[src/include/sweep_pkg.sv]
package sweep_pkg;
   // ==========================================================
   // Register map (byte addresses, one word each)
   // ==========================================================
   localparam logic [3:0] ADDR_CTRL = 4'h0;
   localparam logic [3:0] ADDR_CMD = 4'h4;
   localparam logic [3:0] ADDR_FSTART = 4'h8;
   localparam logic [3:0] ADDR_FSTEP = 4'hC;
   // Index 0 of the second bank lives above 4'hC, see widened decode
   localparam logic [4:0] ADDR_NPTS = 5'h10;
   localparam logic [4:0] ADDR_STATUS = 5'h14;
   localparam logic [4:0] ADDR_FCUR = 5'h18;
   localparam int ADDR_W = 5;

   // ==========================================================
   // Field positions
   // ==========================================================
   localparam int CTRL_MODE_LSB = 0;   // 2 bits: trigger source
   localparam int CTRL_FALL_BIT = 2;   // 1 = falling edge
   localparam int CTRL_NOHOLD_BIT = 3; // 1 = return to start after sweep
   localparam int CMD_START_BIT = 0;
   localparam int CMD_STOP_BIT = 1;
   localparam int CMD_MANUAL_BIT = 2;
   localparam int ST_SWEEP_BIT = 0;
   localparam int ST_MODE_BIT = 1;
   localparam int ST_ARMED_BIT = 2;

   // ==========================================================
   // Reset values and encodings
   // ==========================================================
   localparam logic [31:0] FREQ_RST = 32'h0000_0000;
   localparam logic [15:0] NPTS_RST = 16'h0001;
   localparam logic [31:0] ZERO32 = 32'h0000_0000;

   typedef enum logic [1:0]
   {
      TRIG_FREE = 2'h0,
      TRIG_EXT = 2'h1,
      TRIG_MANUAL = 2'h2
   } trig_mode_t;

   // Gray along idle -> armed -> sweeping -> armed
   typedef enum logic [1:0]
   {
      ST_IDLE = 2'h0,
      ST_ARMED = 2'h1,
      ST_SWEEP = 2'h3
   } sweep_state_t;
endpackage : sweep_pkg

[src/sweep_trigger_control.sv]
// Added by the designer: the Wishbone slave port and the placing of the registers.
`timescale 1ns/1ps
`default_nettype none
// Summary of operation
// (RULE1) External mode: sweep starts on selected edge
// (RULE2) Manual mode: wait for manual command
// (RULE3) Trigger output rises as sweep begins
// (RULE4) Trigger output falls when sweep completes
// (RULE5) Start/stop commands; reprogram only when idle
// (RULE6) Stop freezes frequency at current point
// (RULE7) Hold last point until next trigger, optional
// (RULE8) Host defines sweep by start, step, points
// (RULE9) Status register shows sweeping or idle
// (RULE10) Triggers during a sweep are ignored
module sweep_trigger_control
(
   input wire logic clk_i,                               // System clock
   input wire logic rst_i,                               // Sync reset, active high
   input wire logic ce_i,                                // Clock enable
   input wire logic cyc_i,                               // Wishbone cycle
   input wire logic stb_i,                               // Wishbone strobe
   input wire logic we_i,                                // Wishbone write enable
   input wire logic [sweep_pkg::ADDR_W-1:0] adr_i,       // Wishbone byte address
   input wire logic [3:0] sel_i,                         // Wishbone byte selects
   input wire logic [31:0] dat_i,                        // Wishbone write data
   output logic [31:0] dat_o,                            // Wishbone read data
   output logic ack_o,                                   // Wishbone acknowledge
   input wire logic trig_in_i,                           // External trigger input
   input wire logic point_done_i,                        // Current point measured
   output logic trig_out_o,                              // High during a sweep
   output logic [31:0] freq_o,                           // Test frequency point
   output logic sweeping_o                               // Sweep mode active
);
   import sweep_pkg::*;

   logic [3:0] ctrl_r;
   logic [31:0] fstart_r;
   logic [31:0] fstep_r;
   logic [15:0] npts_r;
   logic [15:0] idx_r;
   logic [31:0] freq_r;
   logic trig_d_r;
   logic ack_r;
   logic [31:0] dat_r;
   sweep_state_t state_r;

   logic req;
   logic wr;
   logic idle;
   logic [31:0] wdata;
   logic start_cmd;
   logic stop_cmd;
   logic manual_cmd;
   logic ext_edge;
   logic go;
   logic last_pt;
   trig_mode_t mode;

   // ==========================================================
   // Bus decode
   // ==========================================================
   // Single-cycle ack; the ack_r term stops a held request acking twice
   assign req = cyc_i & stb_i & ~ack_r;
   // Writes land on the edge where the master samples ack, never earlier
   assign wr = cyc_i & stb_i & we_i & ack_r & ce_i;
   assign idle = (state_r == ST_IDLE);
   assign mode = trig_mode_t'(ctrl_r[CTRL_MODE_LSB +: 2]);

   // Byte lanes merge write data over a zero word
   always_comb
   begin
      wdata = ZERO32;
      for (int b = 0; b < 4; b++)
      begin
         if (sel_i[b])
         begin
            wdata[8*b +: 8] = dat_i[8*b +: 8];
         end
      end
   end

   // Command strobes are self-clearing pulses from writes to CMD
   assign start_cmd = wr && (adr_i == {1'b0, ADDR_CMD}) && wdata[CMD_START_BIT];
   assign stop_cmd = wr && (adr_i == {1'b0, ADDR_CMD}) && wdata[CMD_STOP_BIT];
   assign manual_cmd = wr && (adr_i == {1'b0, ADDR_CMD}) && wdata[CMD_MANUAL_BIT];

   // ==========================================================
   // Trigger detection
   // ==========================================================
   // Inputs are synchronous; one delay stage finds the edge
   always_ff @(posedge clk_i)
   begin
      if (rst_i)
      begin
         trig_d_r <= 1'b0;
      end
      else if (ce_i)
      begin
         trig_d_r <= trig_in_i;
      end
   end

   assign ext_edge = ctrl_r[CTRL_FALL_BIT] ? (trig_d_r & ~trig_in_i)
                                           : (~trig_d_r & trig_in_i); // RULE1

   // Only consulted in ARMED, so edges mid-sweep are dropped
   always_comb
   begin
      case (mode)
         TRIG_EXT: go = ext_edge;        // RULE1
         TRIG_MANUAL: go = manual_cmd;   // RULE2
         default: go = 1'b1;
      endcase
   end

   assign last_pt = (idx_r >= npts_r - 16'h0001);

   // ==========================================================
   // Sweep sequencer
   // ==========================================================
   always_ff @(posedge clk_i)
   begin
      if (rst_i)
      begin
         state_r <= ST_IDLE;
      end
      else if (ce_i)
      begin
         case (state_r)
            ST_IDLE:
            begin
               if (start_cmd)
               begin
                  state_r <= ST_ARMED; // RULE5
               end
            end
            ST_ARMED:
            begin
               if (stop_cmd)
               begin
                  state_r <= ST_IDLE; // RULE5
               end
               else if (go)
               begin
                  state_r <= ST_SWEEP; // RULE3
               end
            end
            ST_SWEEP:
            begin
               // Triggers are not looked at here
               if (stop_cmd)
               begin
                  state_r <= ST_IDLE; // RULE5
               end
               else if (point_done_i && last_pt)
               begin
                  state_r <= ST_ARMED; // RULE4
               end
            end
            default: state_r <= ST_IDLE;
         endcase
      end
   end

   // ==========================================================
   // Frequency point
   // ==========================================================
   // Stop leaves freq_r untouched, so the point in flight is kept
   always_ff @(posedge clk_i)
   begin
      if (rst_i)
      begin
         idx_r <= 16'h0000;
         freq_r <= FREQ_RST;
      end
      else if (ce_i)
      begin
         if (state_r == ST_ARMED && go && !stop_cmd) // RULE10
         begin
            idx_r <= 16'h0000;
            freq_r <= fstart_r;
         end
         else if (state_r == ST_SWEEP && !stop_cmd && point_done_i) // RULE6
         begin
            if (last_pt)
            begin
               // Default hold keeps last point; option returns to start
               if (ctrl_r[CTRL_NOHOLD_BIT])
               begin
                  freq_r <= fstart_r; // RULE7
               end
            end
            else
            begin
               idx_r <= idx_r + 16'h0001;
               freq_r <= freq_r + fstep_r;
            end
         end
      end
   end

   // ==========================================================
   // Configuration registers
   // ==========================================================
   // Writes outside idle are dropped so a running sweep stays coherent
   always_ff @(posedge clk_i)
   begin
      if (rst_i)
      begin
         ctrl_r <= 4'h0;
         fstart_r <= FREQ_RST;
         fstep_r <= FREQ_RST;
         npts_r <= NPTS_RST;
      end
      else if (wr && idle) // RULE5
      begin
         case (adr_i)
            {1'b0, ADDR_CTRL}: ctrl_r <= wdata[3:0];
            {1'b0, ADDR_FSTART}: fstart_r <= wdata; // RULE8
            {1'b0, ADDR_FSTEP}: fstep_r <= wdata;   // RULE8
            ADDR_NPTS: npts_r <= wdata[15:0];       // RULE8
            default: ;
         endcase
      end
   end

   // ==========================================================
   // Read path and acknowledge
   // ==========================================================
   always_ff @(posedge clk_i)
   begin
      if (rst_i)
      begin
         ack_r <= 1'b0;
         dat_r <= ZERO32;
      end
      else if (ce_i)
      begin
         ack_r <= req;
         if (req && !we_i)
         begin
            case (adr_i)
               {1'b0, ADDR_CTRL}: dat_r <= {28'h0000000, ctrl_r};
               {1'b0, ADDR_FSTART}: dat_r <= fstart_r;
               {1'b0, ADDR_FSTEP}: dat_r <= fstep_r;
               ADDR_NPTS: dat_r <= {16'h0000, npts_r};
               ADDR_STATUS: dat_r <= {29'h0000000, (state_r == ST_ARMED),
                                      !idle, (state_r == ST_SWEEP)}; // RULE9
               ADDR_FCUR: dat_r <= freq_r;
               default: dat_r <= ZERO32;
            endcase
         end
      end
   end

   assign ack_o = ack_r;
   assign dat_o = dat_r;
   assign trig_out_o = (state_r == ST_SWEEP); // RULE3 RULE4
   assign freq_o = freq_r;
   assign sweeping_o = !idle; // RULE9
endmodule : sweep_trigger_control
`default_nettype wire

[config.mk]
export PLATFORM = sky130hd
export DESIGN_NAME = sweep_trigger_control
export DESIGN_NICKNAME = d
export VERILOG_FILES = /design/src/include/sweep_pkg.sv /design/src/sweep_trigger_control.sv
export SDC_FILE = /design/constraint.sdc
export NUM_CORES = 1
export LEC_CHECK = 0
export BUFFER_PORTS_ARGS = -buffer_cell sky130_fd_sc_hd__buf_2
export CAP_MARGIN = 20
export CORE_MARGIN = 5
export CORE_UTILIZATION = 62
export CTS_CLUSTER_SIZE = 30
export DETAILED_ROUTE_END_ITERATION = 6
export PLACE_DENSITY_LB_ADDON = 0.08
export SLEW_MARGIN = 0
export SYNTH_ARGS = -nofsm -noshare
export SYNTH_HDL_FRONTEND = slang
export SYNTH_SLANG_ARGS = --single-unit
[constraint.sdc]
create_clock -name clk_i -period 5.58 [get_ports clk_i]
set_input_delay 0 -clock clk_i [delete_from_list [all_inputs] [get_ports clk_i]]
set_output_delay 0 -clock clk_i [all_outputs]
set_load 0.1 [all_outputs]
==> After elaboration in Yosys (flattened, before gate mapping) <==
Cells that the tools add are included.
W data, S select, Z words.
{ "totals": {"register_bits": 168, "latch_bits": 0, "ramBits": 0, "rom_bits": 0, "in_bits": 49, "output_inout_bits": 67, "wordCells": 84, "memories": 0} }
{ "classes": {"add_sub_neg": 3, "n_mul": 0, "div_mod_pow": 0, "magnitude_cmp": 1, "n_eq_ne": 15, "n_shift": 0, "muxes": 20, "bitwise_logic": 10, "n_reduce_logical": 25} }
{ "ops": {"columns": ["op", "count"], "rows": [
  ["$pmux W32 S6", 1],
  ["$mux W32", 4],
  ["$mux W16", 3],
  ["$add A32 B32 Y32", 1],
  ["$mux W8", 4],
  ["$add A16 B1 Y16 const B", 1],
  ["$ge A16 B16 Y1", 1],
  ["$sub A16 B1 Y16 const B", 1],
  ["$eq A5 B5 Y1 const B", 3],
  ["$logic_and A1 B1 Y1", 11],
  ["$eq A5 B4 Y1 const B", 2],
  ["$mux W2", 5],
  ["$reduce_and A2 Y1", 5],
  ["$and A1 B1 Y1", 7],
  ["$pmux W2 S3", 1],
  ["$reduce_and A3 Y1", 2],
  ["$eq A5 B3 Y1 const B", 1],
  ["$logic_not A5 Y1", 1],
  ["$eq A2 B1 Y1 const B", 2],
  ["$eq A2 B2 Y1 const B", 2],
  ["$ne A2 B1 Y1 const B", 2],
  ["$reduce_and A4 Y1", 1],
  ["$logic_not A1 Y1", 3],
  ["$ne A3 B1 Y1 const B", 1],
  ["7 further kinds", 9]
]} }

==> Logic depth before layout (Yosys ltp) <==
{ "logic_depth": {"ltp_word": 11, "mapped_depth": 18, "ltp_nobuf": 16} }

==> Least setup slack after synthesis <==
Ideal clock, no wire load.
{ "synth_path": {"path_kind": "register to register", "startpoint": "register npts_r[2]", "endpoint": "register freq_r[30], in the netlist freq_o[30]", "setup_time_ps": 70, "arrival_ps": 3446, "t_required_ps": 5510, "setup_slack_ps": 2065, "path_stages_with_launch": 16, "n_path_buf": 1, "period_less_slack_ps": 3515, "path_cell_list": "dfxtp_1 > nor2_1 > nand3_1 > or3_1 > nand2b_1 > nor4_1 > xnor2_1 > ha_1 > nand4_1 > or4_1 > o211a_1 > nand2_1 > buf_2 > a21oi_1 > a221o_1 > a21oi_1"} }
{ "synth_via": {"elab_chain_cells": 5, "elab_cells_between_ends": 7, "cone_classes": "add/sub (1); order compare (1); eq/ne (1); mux (3); reduce/logical (1)"} }
{ "synth_lines": {"columns": ["item", "line_no", "source"], "rows": [
  ["from (decl)", "sweep_trigger_control.sv:39", "logic [15:0] npts_r;"],
  ["from (signal assigned)", "sweep_trigger_control.sv:221", "ADDR_NPTS: npts_r <= wdata[15:0];"],
  ["$sub A16 B1 Y16 (*)", "sweep_trigger_control.sv:116", "assign last_pt = (idx_r >= npts_r - 16'h0001);"],
  ["$ge A16 B16 Y1 (*)", "sweep_trigger_control.sv:116", null],
  ["$mux W32", "sweep_trigger_control.sv:185", "if (last_pt)"],
  ["$mux W32", "sweep_trigger_control.sv:183", "else if (state_r == ST_SWEEP && !stop_cmd && point_done_i)"],
  ["$mux W32", "sweep_trigger_control.sv:178", "if (state_r == ST_ARMED && go && !stop_cmd)"],
  ["to (signal assigned)", "sweep_trigger_control.sv:181", "freq_r <= fstart_r;"],
  ["to (signal assigned)", "sweep_trigger_control.sv:190", "freq_r <= fstart_r;"],
  ["to (signal assigned)", "sweep_trigger_control.sv:196", "freq_r <= freq_r + fstep_r;"],
  ["to (decl)", "sweep_trigger_control.sv:41", "logic [31:0] freq_r;"]
]} }
Every way passes the cells marked *; elsewhere a longest branch is shown, timed or not. The select of a mux whose other input is x is not followed.
A chain may end at the register's enable or synchronous reset.

==> Worst setup path in the final report <==
{ "layout_path": {"startpoint": "register npts_r[2]", "endpoint": "register freq_r[31], in the netlist freq_o[31]"} }
Same word-level chain as after synthesis.

==> out/qor.txt <==
Final Cell Area -> 0.01124 mm^2
Layout Skew -> 0.007978 ns
Core Util, Final -> 73.93%
number of placement rows -> 45
RSZ-0062 raised after global routing -> false
Syn Inst Count -> 1238
setup bufs post-CTS -> 0
total die area -> 0.01806 mm^2
initial antenna violation count -> 0
arrival time at the worst endpoint -> 4.56 ns
I/O pins -> 116
Critical Path Sink Type -> flip-flop
footprint of the multi-input gates -> 0.005863 mm^2
clock slew at reported path FFs -> 0.07 ns
CP startpoint kind -> flip-flop
CTS Buf Count -> 17
Vias -> 9788
max_slew headroom -> 38.19%
gr usage total -> 30.54%
largest net degree at the start of global routing -> 88
maximum vdd drop -> 221.5 uV
PortBufs -> 115
area of the mapped netlist -> 0.009593 mm^2
critical path class -> reg2reg
final hold vios -> 0
drc violations -> 0
Synth top area share -> 35.06%
most area-hungry cell type in the Yosys netlist -> dfxtp_1
PD cells -> 221.8 mW/mm^2
total power -> 0.002493 W
Area contributors post-synth -> dfxtp_1 (35%), a21oi_1 (9.3%), ha_1 (6.7%)
worst setup margin -> 1.294 ns
Die Wd -> 134.4 um
synthesis warning total -> 0
1st-iter DRT viols -> 900
Largest stage delay, worst path -> 0.56 ns
Reg area -> 0.003363 mm^2
placed cell area -> 0.01021 mm^2
Synth Register Bits -> 168
post-place setup slack -> 1.422 ns
Main synth FF type -> dfxtp_1
Worst Path Required -> 5.86 ns
Skew-Pair Late Insertion Delay -> 0.43 ns
CP max-delay cell -> o21ai_4
clk sinks -> 168
layout cells sized above 1 -> 13.54%
Cell Chain, Critical Path -> nor2_1, nand3_1, or3_1, nand2b_1, nor4_1, xnor2_1, ha_1, a21o_1, a21o_1, a21oi_1, o211ai_1, o21ai_4, buf_4, nor2_1, a31oi_1, a21oi_1
Area Growth Syn to Fin -> 17.16%
first-pass GRT wire length -> 45.26 mm
synth cell count leaders -> a21oi_1 (178), dfxtp_1 (168), nor2_1 (162)
Worst Path Buf+Inv -> 1
sequential area share after synthesis -> 35.06%
Fin Setup TNS -> 0 ns
post-route ant nets -> 0
Synthesized Nets -> 1339
final worst path period share -> 76.82%
critical path's top delay family -> compound AO/OA/AOI/OAI gates
async set-reset flop share out of synthesis -> 0%
WL per Instance -> 18.12 um
fin. max-slew vios -> 0
CTS tree -> built
outcome -> finished clean
syn_area_per_cell -> 7.749 um^2
fmax -> 233.3 MHz
fill count -> 1203
clk buf depth -> 2
Nets -> 1454
CTS H-tree depth -> 4
worst hold path type -> in2reg
WL final -> 28.16 mm
critical path peak fanout -> 39
initial core utilization -> 63.10%
Tmin final -> 4.286 ns
Worst Max-Slew Pin Slew -> 0.9272 ns
Avg Vias per Cell -> 6.299
diodes inserted -> 0
hpwl dp -> 19.04 mm
CORE AREA -> 0.01520 mm^2
number of synthesized flops with an enable pin -> 0
vias in the first global route -> 9046
count leader, synth -> a21oi_1
Setup violations, final -> 0
# Max-Cap Violations -> 0
die height -> 134.4 um
grt total ovfl -> 0
Yosys cell types -> 74
CTS root buf -> clkbuf_16
routability cong. -> 0.9565
LEAKAGE -> 4.309 nW
first-pass iteration count of the detailed router -> 6
## area by class of cell
type | instances | share of cell area [%]
multi-input combinational | 975 | 52.17
sequential | 168 | 29.92
timing repair buffer | 174 | 10.09
clock buffer | 19 | 3.852
tap | 188 | 2.093
clock inverter | 13 | 1.314
inverter | 17 | 0.5677
## kinds of logic after synthesis
| group | share of synthesized area, % |
|---|---|
| AOI/OAI and AO/OA | 23.95 |
| xor gates and xnor gates | 4.291 |
| adders and majority gates | 6.861 |
| buffers and inverters | 4.069 |
| DFF | 35.06 |
| muxes | 1.174 |
| and+or+nand+nor | 24.60 |
## power by group
group	internal, W	total (W)	leakage, nW	switching, W
clock	0.000664	0.00118	0.270	0.000518
combinational	0.0000378	0.000110	2.69	0.0000723
sequential	0.00120	0.00120	1.35	0.00000102
total	0.00190	0.00249	4.31	0.000592
## worst min-delay path, cell delays in order
cell and delay (ns):
buf_2 0.24, nand3_1 0.12, a21oi_1 0.05
## what timing repair did
action | 4_1_cts | 5_1_grt
hold buffers | 45 | 0
gates resized for setup | 0 | 0
endpoints found under the hold margin | 77 | 0
## placed cells by master, fill, tap and decap left out, types with 7 or more instances in the layout
| master | Yosys | routed |
|---|---|---|
| a211oi_1 | 21 | 21 |
| a21o_1 | 13 | 13 |
| a21oi_1 | 178 | 177 |
| a222oi_1 | 20 | 20 |
| a22oi_1 | 25 | 25 |
| a311oi_1 | 16 | 16 |
| a31oi_1 | 8 | 8 |
| and2_1 | 7 | 7 |
| buf_2 | 6 | 114 |
| buf_4 | 5 | 15 |
| clkbuf_16 | 0 | 17 |
| dfxtp_1 | 168 | 168 |
| dlygate4sd3_1 | 0 | 45 |
| ha_1 | 51 | 51 |
| inv_1 | 17 | 17 |
| mux2i_1 | 9 | 9 |
| nand2_1 | 161 | 161 |
| nand2b_1 | 15 | 15 |
| nand3_1 | 86 | 86 |
| nand4_1 | 7 | 7 |
| nor2_1 | 162 | 161 |
| nor2b_1 | 8 | 8 |
| nor3_1 | 15 | 15 |
| o21a_1 | 8 | 8 |
| o21ai_0 | 29 | 29 |
| xnor2_1 | 31 | 31 |
| xor2_1 | 16 | 16 |
## per-layer routing
layer	vias to the layer above	part of all wire, %	track usage (%)
met5	-	0	0
met4	0	2.8	12.61
met3	63	7.4	5.739
met2	451	46	49.16
met1	4569	44	40.45
li1	4705	-	-
## state kept, by name, summed over array words and instances, names as in the netlist
signal and flops:
dat_o 32, ack_o 1, state_r 2, fstep_r 32, idx_r 16, ctrl_r 4
trig_d_r 1, freq_o 32, fstart_r 32, npts_r 16
## worst paths after layout
path,start,to,slack (ns),cells after the start
max,npts_r[2]$_SDFFE_PP0P_,freq_o[31]$_SDFFE_PP0P_,1.29,16
min,sel_i[1],npts_r[8]$_SDFFE_PP0P_,0.03,3
max reg2reg,npts_r[2]$_SDFFE_PP0P_,freq_o[31]$_SDFFE_PP0P_,1.29,16
min reg2reg,fstart_r[4]$_SDFFE_PP0P_,fstart_r[4]$_SDFFE_PP0P_,0.47,2
## metrics by stage
step	hold slack [ns]	cells
after floorplan	0.1472	1238
after global placement	0.2662	1477
after detailed placement	0.2775	1477
after CTS	0.01383	1554
after global routing	0.02923	1554
final	0.03340	1554
(Power assumes the default switching activity.)
